--- config.mk ---
export PLATFORM = sky130hd
export DESIGN_NAME = lcr_link_control
export DESIGN_NICKNAME = d
export VERILOG_FILES = /design/src/design/lcr_cycle_timer.v /design/src/design/lcr_link_control.v
export VERILOG_INCLUDE_DIRS = /design/src /design/src/design
export SDC_FILE = /design/constraint.sdc
export NUM_CORES = 1
export LEC_CHECK = 0
export ABC_AREA = 0
export BUFFER_PORTS_ARGS = -buffer_cell sky130_fd_sc_hd__buf_2
export CORE_MARGIN = 4
export CORE_UTILIZATION = 50
export CTS_CLUSTER_DIAMETER = 40
export CTS_CLUSTER_SIZE = 10
export DETAILED_ROUTE_END_ITERATION = 8
export GPL_ROUTABILITY_DRIVEN = 0
export PLACE_DENSITY = 0.84
export SLEW_MARGIN = 20
export SYNTH_ARGS = -nofsm -noshare
export SYNTH_HDL_FRONTEND = slang
export SYNTH_SLANG_ARGS = --single-unit
--- constraint.sdc ---
create_clock -name core_clk -period 1.94 [get_ports core_clk]
set_input_delay 0.388 -clock core_clk [delete_from_list [all_inputs] [get_ports core_clk]]
set_output_delay 0.388 -clock core_clk [all_outputs]
set_load 0.05 [all_outputs]
--- src/design/lcr_defs.vh ---
// Constants for the link control register upper fields.
// Assumes inclusion by bare name from every design file of the block.
`ifndef LCR_DEFS_VH
`define LCR_DEFS_VH
`define LCR_ADDR_W        6
`define LCR_OFF_CTRL      6'h08
`define LCR_OFF_IRP       6'h20
`define LCR_OFF_STAT      6'h24
`define LCR_CTRL_RESET    32'h0000_0000
`define LCR_CTRL_WMASK    32'h83f3_ff80
`define LCR_B_BUSY        7
`define LCR_B_ON          8
`define LCR_B_RO          9
`define LCR_B_TXRST       10
`define LCR_B_RXRST       11
`define LCR_B_BLK_LO      12
`define LCR_B_BLK_HI      15
`define LCR_B_RC_LO       16
`define LCR_B_RC_HI       17
`define LCR_B_CYCLE_MASTER_ENABLE       20
`define LCR_B_CYCLE_SOURCE_EXTERNAL       21
`define LCR_B_CYCLE_TIMER_ENABLE       22
`define LCR_B_CYMRK       23
`define LCR_B_IRP1        24
`define LCR_B_IRP2        25
`define LCR_BCAST_NODE    6'h3f
`define LCR_RC_NEW        2'h0
`define LCR_RC_X          2'h1
`define LCR_RC_A          2'h2
`define LCR_RC_B          2'h3
`define LCR_BUSDEP_BASE   12'h200
`define LCR_BUSDEP_TOP    12'h400
`define LCR_BLOCK_BYTES   12'h080
`define LCR_OFFSET_MAX    12'hbff
`define LCR_CHAN_W        6
`define LCR_IRP1_LO       0
`define LCR_IRP1_HI       5
`define LCR_IRP2_LO       8
`define LCR_IRP2_HI       13
`define LCR_STAT_OFF_LO   0
`define LCR_STAT_OFF_HI   11
`define LCR_STAT_CNT_LO   13
`define LCR_STAT_CNT_HI   25
`endif

--- src/design/lcr_cycle_timer.v ---
// Cycle timer: offset and count fields with internal or external source.
// Assumes the external cycle input is already synchronised to core_clk.
`include "lcr_defs.vh"
module lcr_cycle_timer #(
   parameter OFFSET_W = 12,
   parameter COUNT_W  = 13
) (
   input  wire                core_clk,
   input  wire                rst,
   input  wire                timer_enable,
   input  wire                source_external,
   input  wire                ext_cycle_rise,
   output reg  [OFFSET_W-1:0] cycle_offset,
   output reg  [COUNT_W-1:0]  cycle_count,
   output reg                 count_tick
);
   wire offset_wrap;
   assign offset_wrap = (cycle_offset == `LCR_OFFSET_MAX);

   // =======================================================================
   // Offset advances only with the timer enabled; count follows source.
   always @(posedge core_clk) begin
      if (rst) begin
         cycle_offset <= {OFFSET_W{1'b0}};
         cycle_count  <= {COUNT_W{1'b0}};
         count_tick   <= 1'b0;
      end else begin
         count_tick <= 1'b0;
         if (source_external) begin
            if (ext_cycle_rise) begin
               cycle_offset <= {OFFSET_W{1'b0}};
               cycle_count  <= cycle_count + 1'b1;
               count_tick   <= 1'b1;
            end else if (timer_enable) begin
               cycle_offset <= offset_wrap ? {OFFSET_W{1'b0}}
                                           : cycle_offset + 1'b1;
            end
         end else if (timer_enable) begin
            if (offset_wrap) begin
               cycle_offset <= {OFFSET_W{1'b0}};
               cycle_count  <= cycle_count + 1'b1;
               count_tick   <= 1'b1;
            end else begin
               cycle_offset <= cycle_offset + 1'b1;
            end
         end
      end
   end
endmodule // lcr_cycle_timer

--- src/design/lcr_link_control.v ---
// Upper fields of the link control register and the logic they steer.
// Holds the control word, the iso channel word and the timer status view,
// and turns their bits into request, iso, resend and cycle outputs.
// Assumes a plain register port on core_clk and a phy-side packet decoder
// that presents one request header per cycle with a valid strobe. The
// external cycle pulse is the only asynchronous input and is synchronised
// here; every other input already lives on core_clk.
//
// Overview of operation
// Busy acknowledge when on, low region, busy, and write allowed or read.
// With access on, busy and read-only bits decide low-region acceptance.
// With physical access on, read-only refuses writes to the low region.
// Transmit reset bit resets the whole transmitter and self-clears.
// Receiver reset bit resets the receiver synchronously and self-clears.
// Block field bit 0 drops broadcasts to lowest 128 bus-dependent bytes.
// Block field bit 3 drops broadcasts to highest 128 bus-dependent bytes.
// The last received retry code is held in a two-bit field.
// On resend, the stored retry code is ORed into the packet code.
// Retry codes: 00 new, 01 X, 10 A, 11 B.
// Cycle master works only with its bit set and the node root.
// As cycle master, send cycle start whenever cycle count increments.
// External source: each input rise bumps count and clears offset.
// Internal source: count increments when the offset rolls over.
// The cycle offset advances only while the timer enable is set.
// Cycle mark enable inserts a mark at each cycle end; else none.
// Port one enabled accepts iso packets matching port one channel.
// Port two enabled accepts iso packets matching port two channel.
// Node 3Fh broadcasts are always accepted unless the block field drops; unblocked ones still pass the physical-region checks here.
// Self-clearing reset bits read back zero the cycle after the pulse.
module lcr_link_control (
   input  wire        core_clk,
   input  wire        rst,
   input  wire [5:0]  reg_addr,
   input  wire [31:0] reg_wdata,
   input  wire        reg_write,
   input  wire        reg_read,
   output reg  [31:0] reg_rdata,
   input  wire        external_cycle_pulse,
   input  wire        phy_is_root,
   input  wire        req_valid,
   input  wire [5:0]  req_dest_node,
   input  wire        req_is_read,
   input  wire        req_is_physical,
   input  wire        req_offset_low4g,
   input  wire [11:0] req_csr_offset,
   input  wire        req_is_csr,
   input  wire        ack_retry_valid,
   input  wire [1:0]  ack_retry_code,
   input  wire        iso_valid,
   input  wire [5:0]  iso_channel,
   input  wire        tx_resend,
   input  wire [1:0]  tx_packet_retry,
   input  wire        iso_cycle_end,
   output reg         req_accept,
   output reg         req_busy_ack,
   output reg         req_drop,
   output reg         iso_accept,
   output reg  [1:0]  tx_retry_out,
   output reg         tx_soft_reset,
   output reg         rx_soft_reset,
   output reg         cycle_start_send,
   output reg         general_receive_buffer_mark,
   output reg  [12:0] cycle_count_out
);
`include "lcr_defs.vh"

   // =======================================================================
   // Control word layout, bit by bit; bits not listed read as zero.
   //   [7]      phys_region_busy: busy acknowledge for low-region requests.
   //   [8]      phys_region_on: physical-region filtering is active.
   //   [9]      phys_region_read_only: low-region writes are refused.
   //   [10]     transmitter_soft_reset: self-clearing, pulses tx_soft_reset.
   //   [11]     receiver_soft_reset: self-clearing, pulses rx_soft_reset.
   //   [15:12]  broadcast_block_field: bit 12 low block, bit 15 high block.
   //   [17:16]  async_tx_retry_code: last retry code seen on an ack.
   //   [20]     cycle_master_enable: cycle start on each count step while root.
   //   [21]     cycle_source_external: count follows the external pulse.
   //   [22]     cycle_timer_enable: lets the cycle offset run.
   //   [23]     cycle_mark_enable: marks into the general receive buffer.
   //   [24]     iso_rx_port_one_enable: channel match on port one.
   //   [25]     iso_rx_port_two_enable: channel match on port two.
   //   [31]     revision_a_enable: plain storage with no logic behind it.
   // Bits [6:0] belong to the lower control fields, which live outside this
   // block, so they read here as zero. Bits 18, 19 and 26 to 30 are reserved
   // and ignore writes.
   //
   // Channel word: port one channel in [5:0], port two channel in [13:8].
   // Timer status word: cycle count in [25:13], cycle offset in [11:0].
   // The timer status is read-only; writes to its address are ignored.

   localparam ISO_PORTS = 2;

   reg  [31:0] link_control;
   reg  [31:0] irp_word;
   reg  [31:0] stat_word;
   wire [1:0]  iso_port_hit;
   wire [11:0] iso_chan_bus;
   reg  [5:0]  iso_port_one_chan;
   reg  [5:0]  iso_port_two_chan;
   reg         ext_sync_a;
   reg         ext_sync_b;
   reg         ext_prev;
   wire        ext_rise;
   wire [11:0] cyc_offset;
   wire [12:0] cyc_count;
   wire        cyc_tick;
   wire        cycle_master_live;
   wire        phys_region_busy;
   wire        phys_region_on;
   wire        phys_region_read_only;
   wire [3:0]  broadcast_block_field;
   wire        is_broadcast;
   wire        bcast_blocked;

   assign phys_region_busy      = link_control[`LCR_B_BUSY];
   assign phys_region_on        = link_control[`LCR_B_ON];
   assign phys_region_read_only = link_control[`LCR_B_RO];
   assign broadcast_block_field =
      link_control[`LCR_B_BLK_HI:`LCR_B_BLK_LO];

   // Bus-dependent window test, shared by both block field bits.
   function in_window;
      input [11:0] off;
      input [11:0] base;
      begin
         in_window = (off >= base) && (off < base + `LCR_BLOCK_BYTES);
      end
   endfunction

   // =======================================================================
   // External cycle input: two flops, then an edge detector on the second.
   // All three flops reset low, the idle level of the pin, so leaving reset
   // never looks like a rising edge.
   always @(posedge core_clk) begin
      if (rst) begin
         ext_sync_a <= 1'b0;
         ext_sync_b <= 1'b0;
         ext_prev   <= 1'b0;
      end else begin
         ext_sync_a <= external_cycle_pulse;
         ext_sync_b <= ext_sync_a;
         ext_prev   <= ext_sync_b;
      end
   end
   assign ext_rise = ext_sync_b & ~ext_prev;

   lcr_cycle_timer #(
      .OFFSET_W (12),
      .COUNT_W  (13)
   ) u_timer (
      .core_clk        (core_clk),
      .rst             (rst),
      .timer_enable    (link_control[`LCR_B_CYCLE_TIMER_ENABLE]),
      .source_external (link_control[`LCR_B_CYCLE_SOURCE_EXTERNAL]),
      .ext_cycle_rise  (ext_rise),
      .cycle_offset    (cyc_offset),
      .cycle_count     (cyc_count),
      .count_tick      (cyc_tick)
   );

   // =======================================================================
   // Register file. Reset bits self-clear one cycle after being written,
   // so software never has to write them back to zero. Only bits inside the
   // write mask take software data. Software may write the retry code too,
   // but the next acknowledge that carries a code overwrites it.
   always @(posedge core_clk) begin
      if (rst) begin
         link_control      <= `LCR_CTRL_RESET;
         iso_port_one_chan <= 6'h00;
         iso_port_two_chan <= 6'h00;
      end else begin
         link_control[`LCR_B_TXRST] <= 1'b0;
         link_control[`LCR_B_RXRST] <= 1'b0;
         if (reg_write && reg_addr == `LCR_OFF_CTRL) begin
            link_control <= (reg_wdata & `LCR_CTRL_WMASK) |
                            (link_control & ~`LCR_CTRL_WMASK);
         end else if (reg_write && reg_addr == `LCR_OFF_IRP) begin
            iso_port_one_chan <= reg_wdata[`LCR_IRP1_HI:`LCR_IRP1_LO];
            iso_port_two_chan <= reg_wdata[`LCR_IRP2_HI:`LCR_IRP2_LO];
         end
         // Hardware update of the retry code wins over a software write.
         if (ack_retry_valid) begin
            link_control[`LCR_B_RC_HI:`LCR_B_RC_LO] <= ack_retry_code;
         end
      end
   end

   // Readback words for the channel and timer registers, built field by
   // field so that every unused bit reads zero without hand-counted padding.
   always @* begin
      irp_word  = 32'h0000_0000;
      stat_word = 32'h0000_0000;
      irp_word[`LCR_IRP1_HI:`LCR_IRP1_LO] = iso_port_one_chan;
      irp_word[`LCR_IRP2_HI:`LCR_IRP2_LO] = iso_port_two_chan;
      stat_word[`LCR_STAT_OFF_HI:`LCR_STAT_OFF_LO] = cyc_offset;
      stat_word[`LCR_STAT_CNT_HI:`LCR_STAT_CNT_LO] = cyc_count;
   end

   // Read mux; unmapped addresses read zero.
   always @(posedge core_clk) begin
      if (rst) begin
         reg_rdata <= 32'h0000_0000;
      end else if (reg_read) begin
         if (reg_addr == `LCR_OFF_CTRL) begin
            reg_rdata <= link_control;
         end else if (reg_addr == `LCR_OFF_IRP) begin
            reg_rdata <= irp_word;
         end else if (reg_addr == `LCR_OFF_STAT) begin
            reg_rdata <= stat_word;
         end else begin
            reg_rdata <= 32'h0000_0000;
         end
      end
   end

   // =======================================================================
   // Request filtering. A broadcast that the block field drops never reaches
   // the physical-region checks, so a blocked write cannot draw a busy ack.
   // The window test sees only the twelve offset bits; the decoder is trusted
   // to flag bus-dependent space through req_is_csr.
   assign is_broadcast = (req_dest_node == `LCR_BCAST_NODE);
   assign bcast_blocked = is_broadcast && req_is_csr &&
      ((broadcast_block_field[0] &&
        in_window(req_csr_offset, `LCR_BUSDEP_BASE)) ||
       (broadcast_block_field[3] &&
        in_window(req_csr_offset,
                  `LCR_BUSDEP_TOP - `LCR_BLOCK_BYTES)));

   always @(posedge core_clk) begin
      if (rst) begin
         req_accept   <= 1'b0;
         req_busy_ack <= 1'b0;
         req_drop     <= 1'b0;
      end else begin
         req_accept   <= 1'b0;
         req_busy_ack <= 1'b0;
         req_drop     <= 1'b0;
         if (req_valid) begin
            if (bcast_blocked) begin
               req_drop <= 1'b1;
            end else if (req_is_physical && req_offset_low4g &&
                         phys_region_on) begin
               if (phys_region_read_only && !req_is_read) begin
                  req_drop <= 1'b1;
               end else if (phys_region_busy) begin
                  req_busy_ack <= 1'b1;
               end else begin
                  req_accept <= 1'b1;
               end
            end else begin
               req_accept <= 1'b1;
            end
         end
      end
   end

   // =======================================================================
   // Iso channel match, one comparator per receive port. Port one owns the
   // lower enable bit and the lower channel field of each pair.
   assign iso_chan_bus = {iso_port_two_chan, iso_port_one_chan};
   genvar gp;
   generate
      for (gp = 0; gp < ISO_PORTS; gp = gp + 1) begin : g_iso_port
         assign iso_port_hit[gp] = link_control[`LCR_B_IRP1 + gp] &&
            (iso_channel == iso_chan_bus[gp*`LCR_CHAN_W +: `LCR_CHAN_W]);
      end
   endgenerate

   // Iso accept, resend retry code, resets, cycle master and marks.
   always @(posedge core_clk) begin
      if (rst) begin
         iso_accept                  <= 1'b0;
         tx_retry_out                <= `LCR_RC_NEW;
         tx_soft_reset               <= 1'b0;
         rx_soft_reset               <= 1'b0;
         cycle_start_send            <= 1'b0;
         general_receive_buffer_mark <= 1'b0;
         cycle_count_out             <= 13'h0000;
      end else begin
         iso_accept <= iso_valid && (|iso_port_hit);
         // Codes follow 00 new, 01 X, 10 A, 11 B; OR keeps encoding.
         // The OR only works because software leaves the packet code at
         // zero; a nonzero code would merge with the stored one.
         if (tx_resend) begin
            tx_retry_out <= tx_packet_retry |
               link_control[`LCR_B_RC_HI:`LCR_B_RC_LO];
         end
         tx_soft_reset <= link_control[`LCR_B_TXRST];
         rx_soft_reset <= link_control[`LCR_B_RXRST];
         cycle_start_send <= cycle_master_live && cyc_tick;
         general_receive_buffer_mark <=
            link_control[`LCR_B_CYMRK] && iso_cycle_end;
         cycle_count_out <= cyc_count;
      end
   end
   // Cycle master needs both its enable and the root position; losing root
   // status stops cycle starts at the next count step without software help.
   assign cycle_master_live =
      link_control[`LCR_B_CYCLE_MASTER_ENABLE] && phy_is_root;
endmodule // lcr_link_control

# Yosys cells after proc, flatten, opt, wreduce, memory -nomap -nowiden
# Index checks and enable logic that the tools add are counted.
# classes
add_sub_neg	2
magnitude_cmp	4
eq_ne	8
mux	24
bitwise_logic	7
n_reduce_logical	29
# op_table
operator	count
2-to-1 mux 13 bit	4
2-to-1 mux 26 bit	2
2-to-1 mux 12 bit	4
2-to-1 mux 32 bit	1
bitwise OR 32 x 31 -> 32 bit	1
greater-or-equal comparator 12 x 10 -> 1 bit (second input constant)	2
== test 6 bit (second input constant)	3
2-to-1 mux 18 bit	1
logical AND 1 bit	17
adder 13 x 1 -> 13 bit (second input constant)	1
adder 12 x 1 -> 12 bit (second input constant)	1
== test 12 bit (second input constant)	1
== test 6 bit	2
< comparator 12 x 10 -> 1 bit (second input constant)	1
< comparator 12 x 11 -> 1 bit (second input constant)	1
2-to-1 mux 1 bit	11
== test 6 x 4 -> 1 bit (second input constant)	1
nonzero test 2 bit	3
OR reduction 2 bit	3
OR reduction 5 bit	1
NOT 1 bit	4
AND reduction 3 bit	1
OR reduction 3 bit	1
2-to-1 mux 2 bit	1
other kinds (6)	6
# totals
register_bits	128
inputBits	81
out_inout_bits	55
word_cells	96

# Depth between registers and ports, before layout
# depth
word_depth	6
ltp_mapped	6
ltp_nobuf	6

# Cells and area by module
# Synthesis repeated with hierarchy kept, for this count alone.
# hier_totals
cells_unflattened	487
area_unflattened_um2	4485.6
# modules_own_cells
mod	instances	cells_each	area_per_inst_um2
lcr_link_control	1	349	3283.1
lcr_cycle_timer	1	138	1202.4

# Least setup slack after synthesis
# OpenSTA, ideal clock, no wires.
# synth_path
path_type	register to register
from	register u_timer.cycle_offset[0]
to	register u_timer.cycle_count[9]
setup_ns	0.123
arrival_time_ns	1.671
slack_ns	0.146
path_stages_with_launch	7
n_path_buf	0
cell_sequence	dfxtp_1 > ha_1 > nand3_1 > nor4_4 > o21ai_2 > nor2_1 > mux2_1
# synth_via
elab_chain_cells	3
# synth_rtl
item	line_no	text
from (decl)	lcr_cycle_timer.v:13	output reg [OFFSET_W-1:0] cycle_offset,
from (signal assigned)	lcr_cycle_timer.v:24	cycle_offset <= {OFFSET_W{1'b0}};
from (signal assigned)	lcr_cycle_timer.v:31	cycle_offset <= {OFFSET_W{1'b0}};
from (signal assigned)	lcr_cycle_timer.v:35	cycle_offset <= offset_wrap ? {OFFSET_W{1'b0}}
== test 12 bit (no source line)	--	
nonzero test 2 bit (no source line)	--	
AND reduction 3 bit (no source line)	--	
to (signal assigned)	lcr_cycle_timer.v:25	cycle_count <= {COUNT_W{1'b0}};
to (signal assigned)	lcr_cycle_timer.v:32	cycle_count <= cycle_count + 1'b1;
to (signal assigned)	lcr_cycle_timer.v:41	cycle_count <= cycle_count + 1'b1;
to (decl)	lcr_cycle_timer.v:14	output reg [COUNT_W-1:0] cycle_count,
# No other way between the ends.
# A chain may end at the register's enable or synchronous reset.

# Worst setup path after layout
# layout_path
from	register u_timer.cycle_offset[1]
to	register u_timer.cycle_count[9]
# Same word-level chain as after synthesis.

==> out/results.tsv <==
stage	metric	value	unit
run_status	outcome	finished clean	
placed_design	port bufs	115	
power	Pwr Density	731.2	nW/um2
die	Die H	103.8	um
drt	DR vias	3989	
drt	DR WL/cell	15.95	um
sta	Final Max Tran Viols	0	
power	Sw Ratio	0.2793	
sta	Setup violations, final	0	
global_routing	vias in the first global route	3835	
finish	synthesis-to-layout area growth	19.58	%
clock_tree	H-Tree Depth	3	
clock_tree	post-CTS setup repair buffer count	0	
setup_path	crit path DAT	2.09	ns
die	core box area	8806	um2
worst_hold_path	WHS Path Cells	2	
global_routing	GRT Overall Usage	0.2135	
logic_synthesis	most frequent cells after synthesis	dfxtp_1 (109), nand2_1 (60), nor2_1 (60)	
clock_tree	Hold-fix buffers, CTS	0	
placed_design	DP HPWL	8695	um
setup_path	critical-path cell list	ha_1, nand3_1, nor4_4, o21ai_2, nor2_1, mux2_1	
drt	drt pass-1 iters	4	
placed_design	Placement Cell Area	5306	um2
setup_path	CP Launch Point	u_timer.cycle_offset[1]	
logic_synthesis	Yosys cell types	54	
worst_hold_path	Hold Crit Class	input pin to flop	
logic_synthesis	number of flops mapped to enable cells by yosys	0	
power	sequential share of power	0.572	
global_routing	first-pass GRT wire length	18860	um
logic_synthesis	post-synthesis async set-or-reset flop share	0	
finish	Ant. Diodes	0	
clock_tree	Inserted Clock Buffers	9	
setup_path	CP max-delay cell	dfxtp_1	
power	P_sw	0.001120	W
die	total die area	10770	um2
setup_path	CP max FO	5	
setup_path	CP max stage delay	0.42	ns
logic_synthesis	mapped cell area	4588	um2
die	num rows	34	
logic_synthesis	Cells after Synth	491	
setup_path	R2R Path Start	u_timer.cycle_offset[1]	
die	initial core utilization	0.5210	
setup_path	R2R setup slack	0.12	ns
drt	post-detailed-routing wire length	11550	um
clock_tree	Worst-Skew Late Latency	0.38	ns
finish	share of layout cells above drive strength 1	0.3166	
clock_tree	Worst-path clk slew	0.11	ns
power	Comb power frac	0.104	
global_routing	pin count of the biggest net entering global routing	35	
drt	vias per inst	5.510	
sta	Hold Fails Final Rpt	0	
clock_tree	PostCTS Resize Cnt	0	
global_routing	grt ovf	0	
worst_hold_path	hold_sp	tx_resend	
setup_path	Setup crit start kind	flop	
logic_synthesis	Synth warnings	0	
clock_tree	clk sinks	109	
sta	min Tclk post-route	1.816	ns
sta	fmax	550.6	MHz
die	I/O pin cnt	136	
setup_path	CP Capture Type	flop	
power	Cell Int Power	0.002891	W
setup_path	FF-to-FF path depth	6	
sta	RSZ-0062 raised after global routing	false	
setup_path	WP data required	2.21	ns
finish	Final nets	694	
finish	fin area	5487	um2
clock_tree	TritonCTS clock tree	built	
placed_design	DP Worst Slack	-0.03240	ns
drt	DRT antenna net count	0	
logic_synthesis	Synth area leaders	dfxtp_1 (48%), nand2_1 (4.9%), nor2_1 (4.9%)	
drt	initial DRC count	243	
sta	Final period util	0.9361	
clock_tree	Root Driver	clkbuf_8	
die	die width	103.8	um
logic_synthesis	count leader, synth	dfxtp_1	
logic_synthesis	area leader, netlist	dfxtp_1	
logic_synthesis	share of the synthesized area in the top cell type	0.4756	
clock_tree	clock tree buffer depth	2	
global_routing	initial antenna violation count	0	
logic_synthesis	register bit total from synthesis	109	
logic_synthesis	syn avg cell area	9.345	um2
sta	skew final	0.01176	ns
logic_synthesis	ys flop type	dfxtp_1	
power	leakage	2.311	nW
logic_synthesis	sequential share of the synthesized area	0.4756	
sta	setup ws final	0.1239	ns
power	clock share of power	0.324	
power	Peak supply drop	345.3	uV
run	max-cap viol count	0	
setup_path	Crit Path Category	flop to flop	
drt	DRC Markers	0	
==> placed cells by master, fill, tap and decap left out, types with 4 or more instances in the layout <==
cell type,instances
dfxtp_1,109
a21oi_1,31
nand4_1,10
nand3_1,21
a221oi_2,12
nor3_2,13
nand2_1,60
nor2b_1,21
and3_1,7
nor3b_1,4
nor2_1,60
a221oi_1,11
xnor2_1,8
buf_4,25
nor3_1,10
xor2_1,22
conb_1,5
clkbuf_8,9
a211oi_1,8
buf_2,114
==> metrics by stage <==
stage | instances | TNS [ns] | utilization | total power (W) | hold slack, ns
after global placement | 708 | 0 | 0.6026 | 0.002750 | 0.4419
final | 724 | 0 | 0.6230 | 0.004012 | 0.2306
after detailed placement | 708 | -0.2773 | 0.6026 | 0.002759 | 0.4482
after floorplan | 495 | 0 | - | 0.002619 | 0.4138
after global routing | 724 | 0 | 0.6230 | 0.004150 | 0.2342
after CTS | 724 | 0 | 0.6230 | 0.004022 | 0.2217
==> cell families after synthesis <==
family,Yosys count,share of synthesized area
buffers and inverters,38,0.04826
AO/OA/AOI/OAI,77,0.1312
adder cells (fa/ha/maj),2,0.005453
AND/OR/NAND/NOR,229,0.2700
other,1,0.0008173
multiplexers,5,0.01145
flip-flops,109,0.4756
XOR/XNOR,30,0.05727
==> area by class of cell <==
cell class	count	area (um2)
clock buffers	9	123.9
well taps	108	135.1
multi-input cells	348	2200
clock inverters	7	56.30
fillers	728	3319
flip-flops and latches	109	2182
repair buffers	140	778.2
inverters	3	11.26
==> final timing paths <==
| kind | end |
|---|---|
| worst max-delay path | u_timer.cycle_count[9] |
| worst min-delay path | tx_retry_out[1] |
| worst max register to register | u_timer.cycle_count[9] |
| worst min register to register | ext_sync_b |
==> power by group through the flow <==
stage | clock [W] | combinational [W] | sequential, W
floorplan | 0 | 0.000182 | 0.00244
finish | 0.00130 | 0.000417 | 0.00229
global route | 0.00141 | 0.000446 | 0.00230
detailed placement | 0 | 0.000414 | 0.00234
CTS | 0.00131 | 0.000416 | 0.00229
global placement | 0 | 0.000406 | 0.00234
==> critical path, delay by kind of cell, from the launching register on <==
kind | cells | cell delay [ns]
muxes | 1 | 0.34
DFF | 1 | 0.42
adders and majority gates | 1 | 0.23
AOI/OAI and AO/OA | 1 | 0.11
and+or+nand+nor | 3 | 0.61
==> state kept, by name, summed over array words and instances (netlist names), 2 cells and up <==
register,flops
reg_rdata,27
tx_retry_out,2
cycle_count_out,13
u_timer.cycle_count,13
u_timer.cycle_offset,12
link_control,18
iso_port_two_chan,6
iso_port_one_chan,6
==> per-layer routing <==
| layer | track usage | wire (um) |
|---|---|---|
| met1 | 0.2699 | 4912 |
| met2 | 0.3570 | 5597 |
| met3 | 0.04042 | 731 |
| met4 | 0.09212 | 305 |
| met5 | 0 | 0 |
No activity file was read; power rests on OpenSTA's default activity.
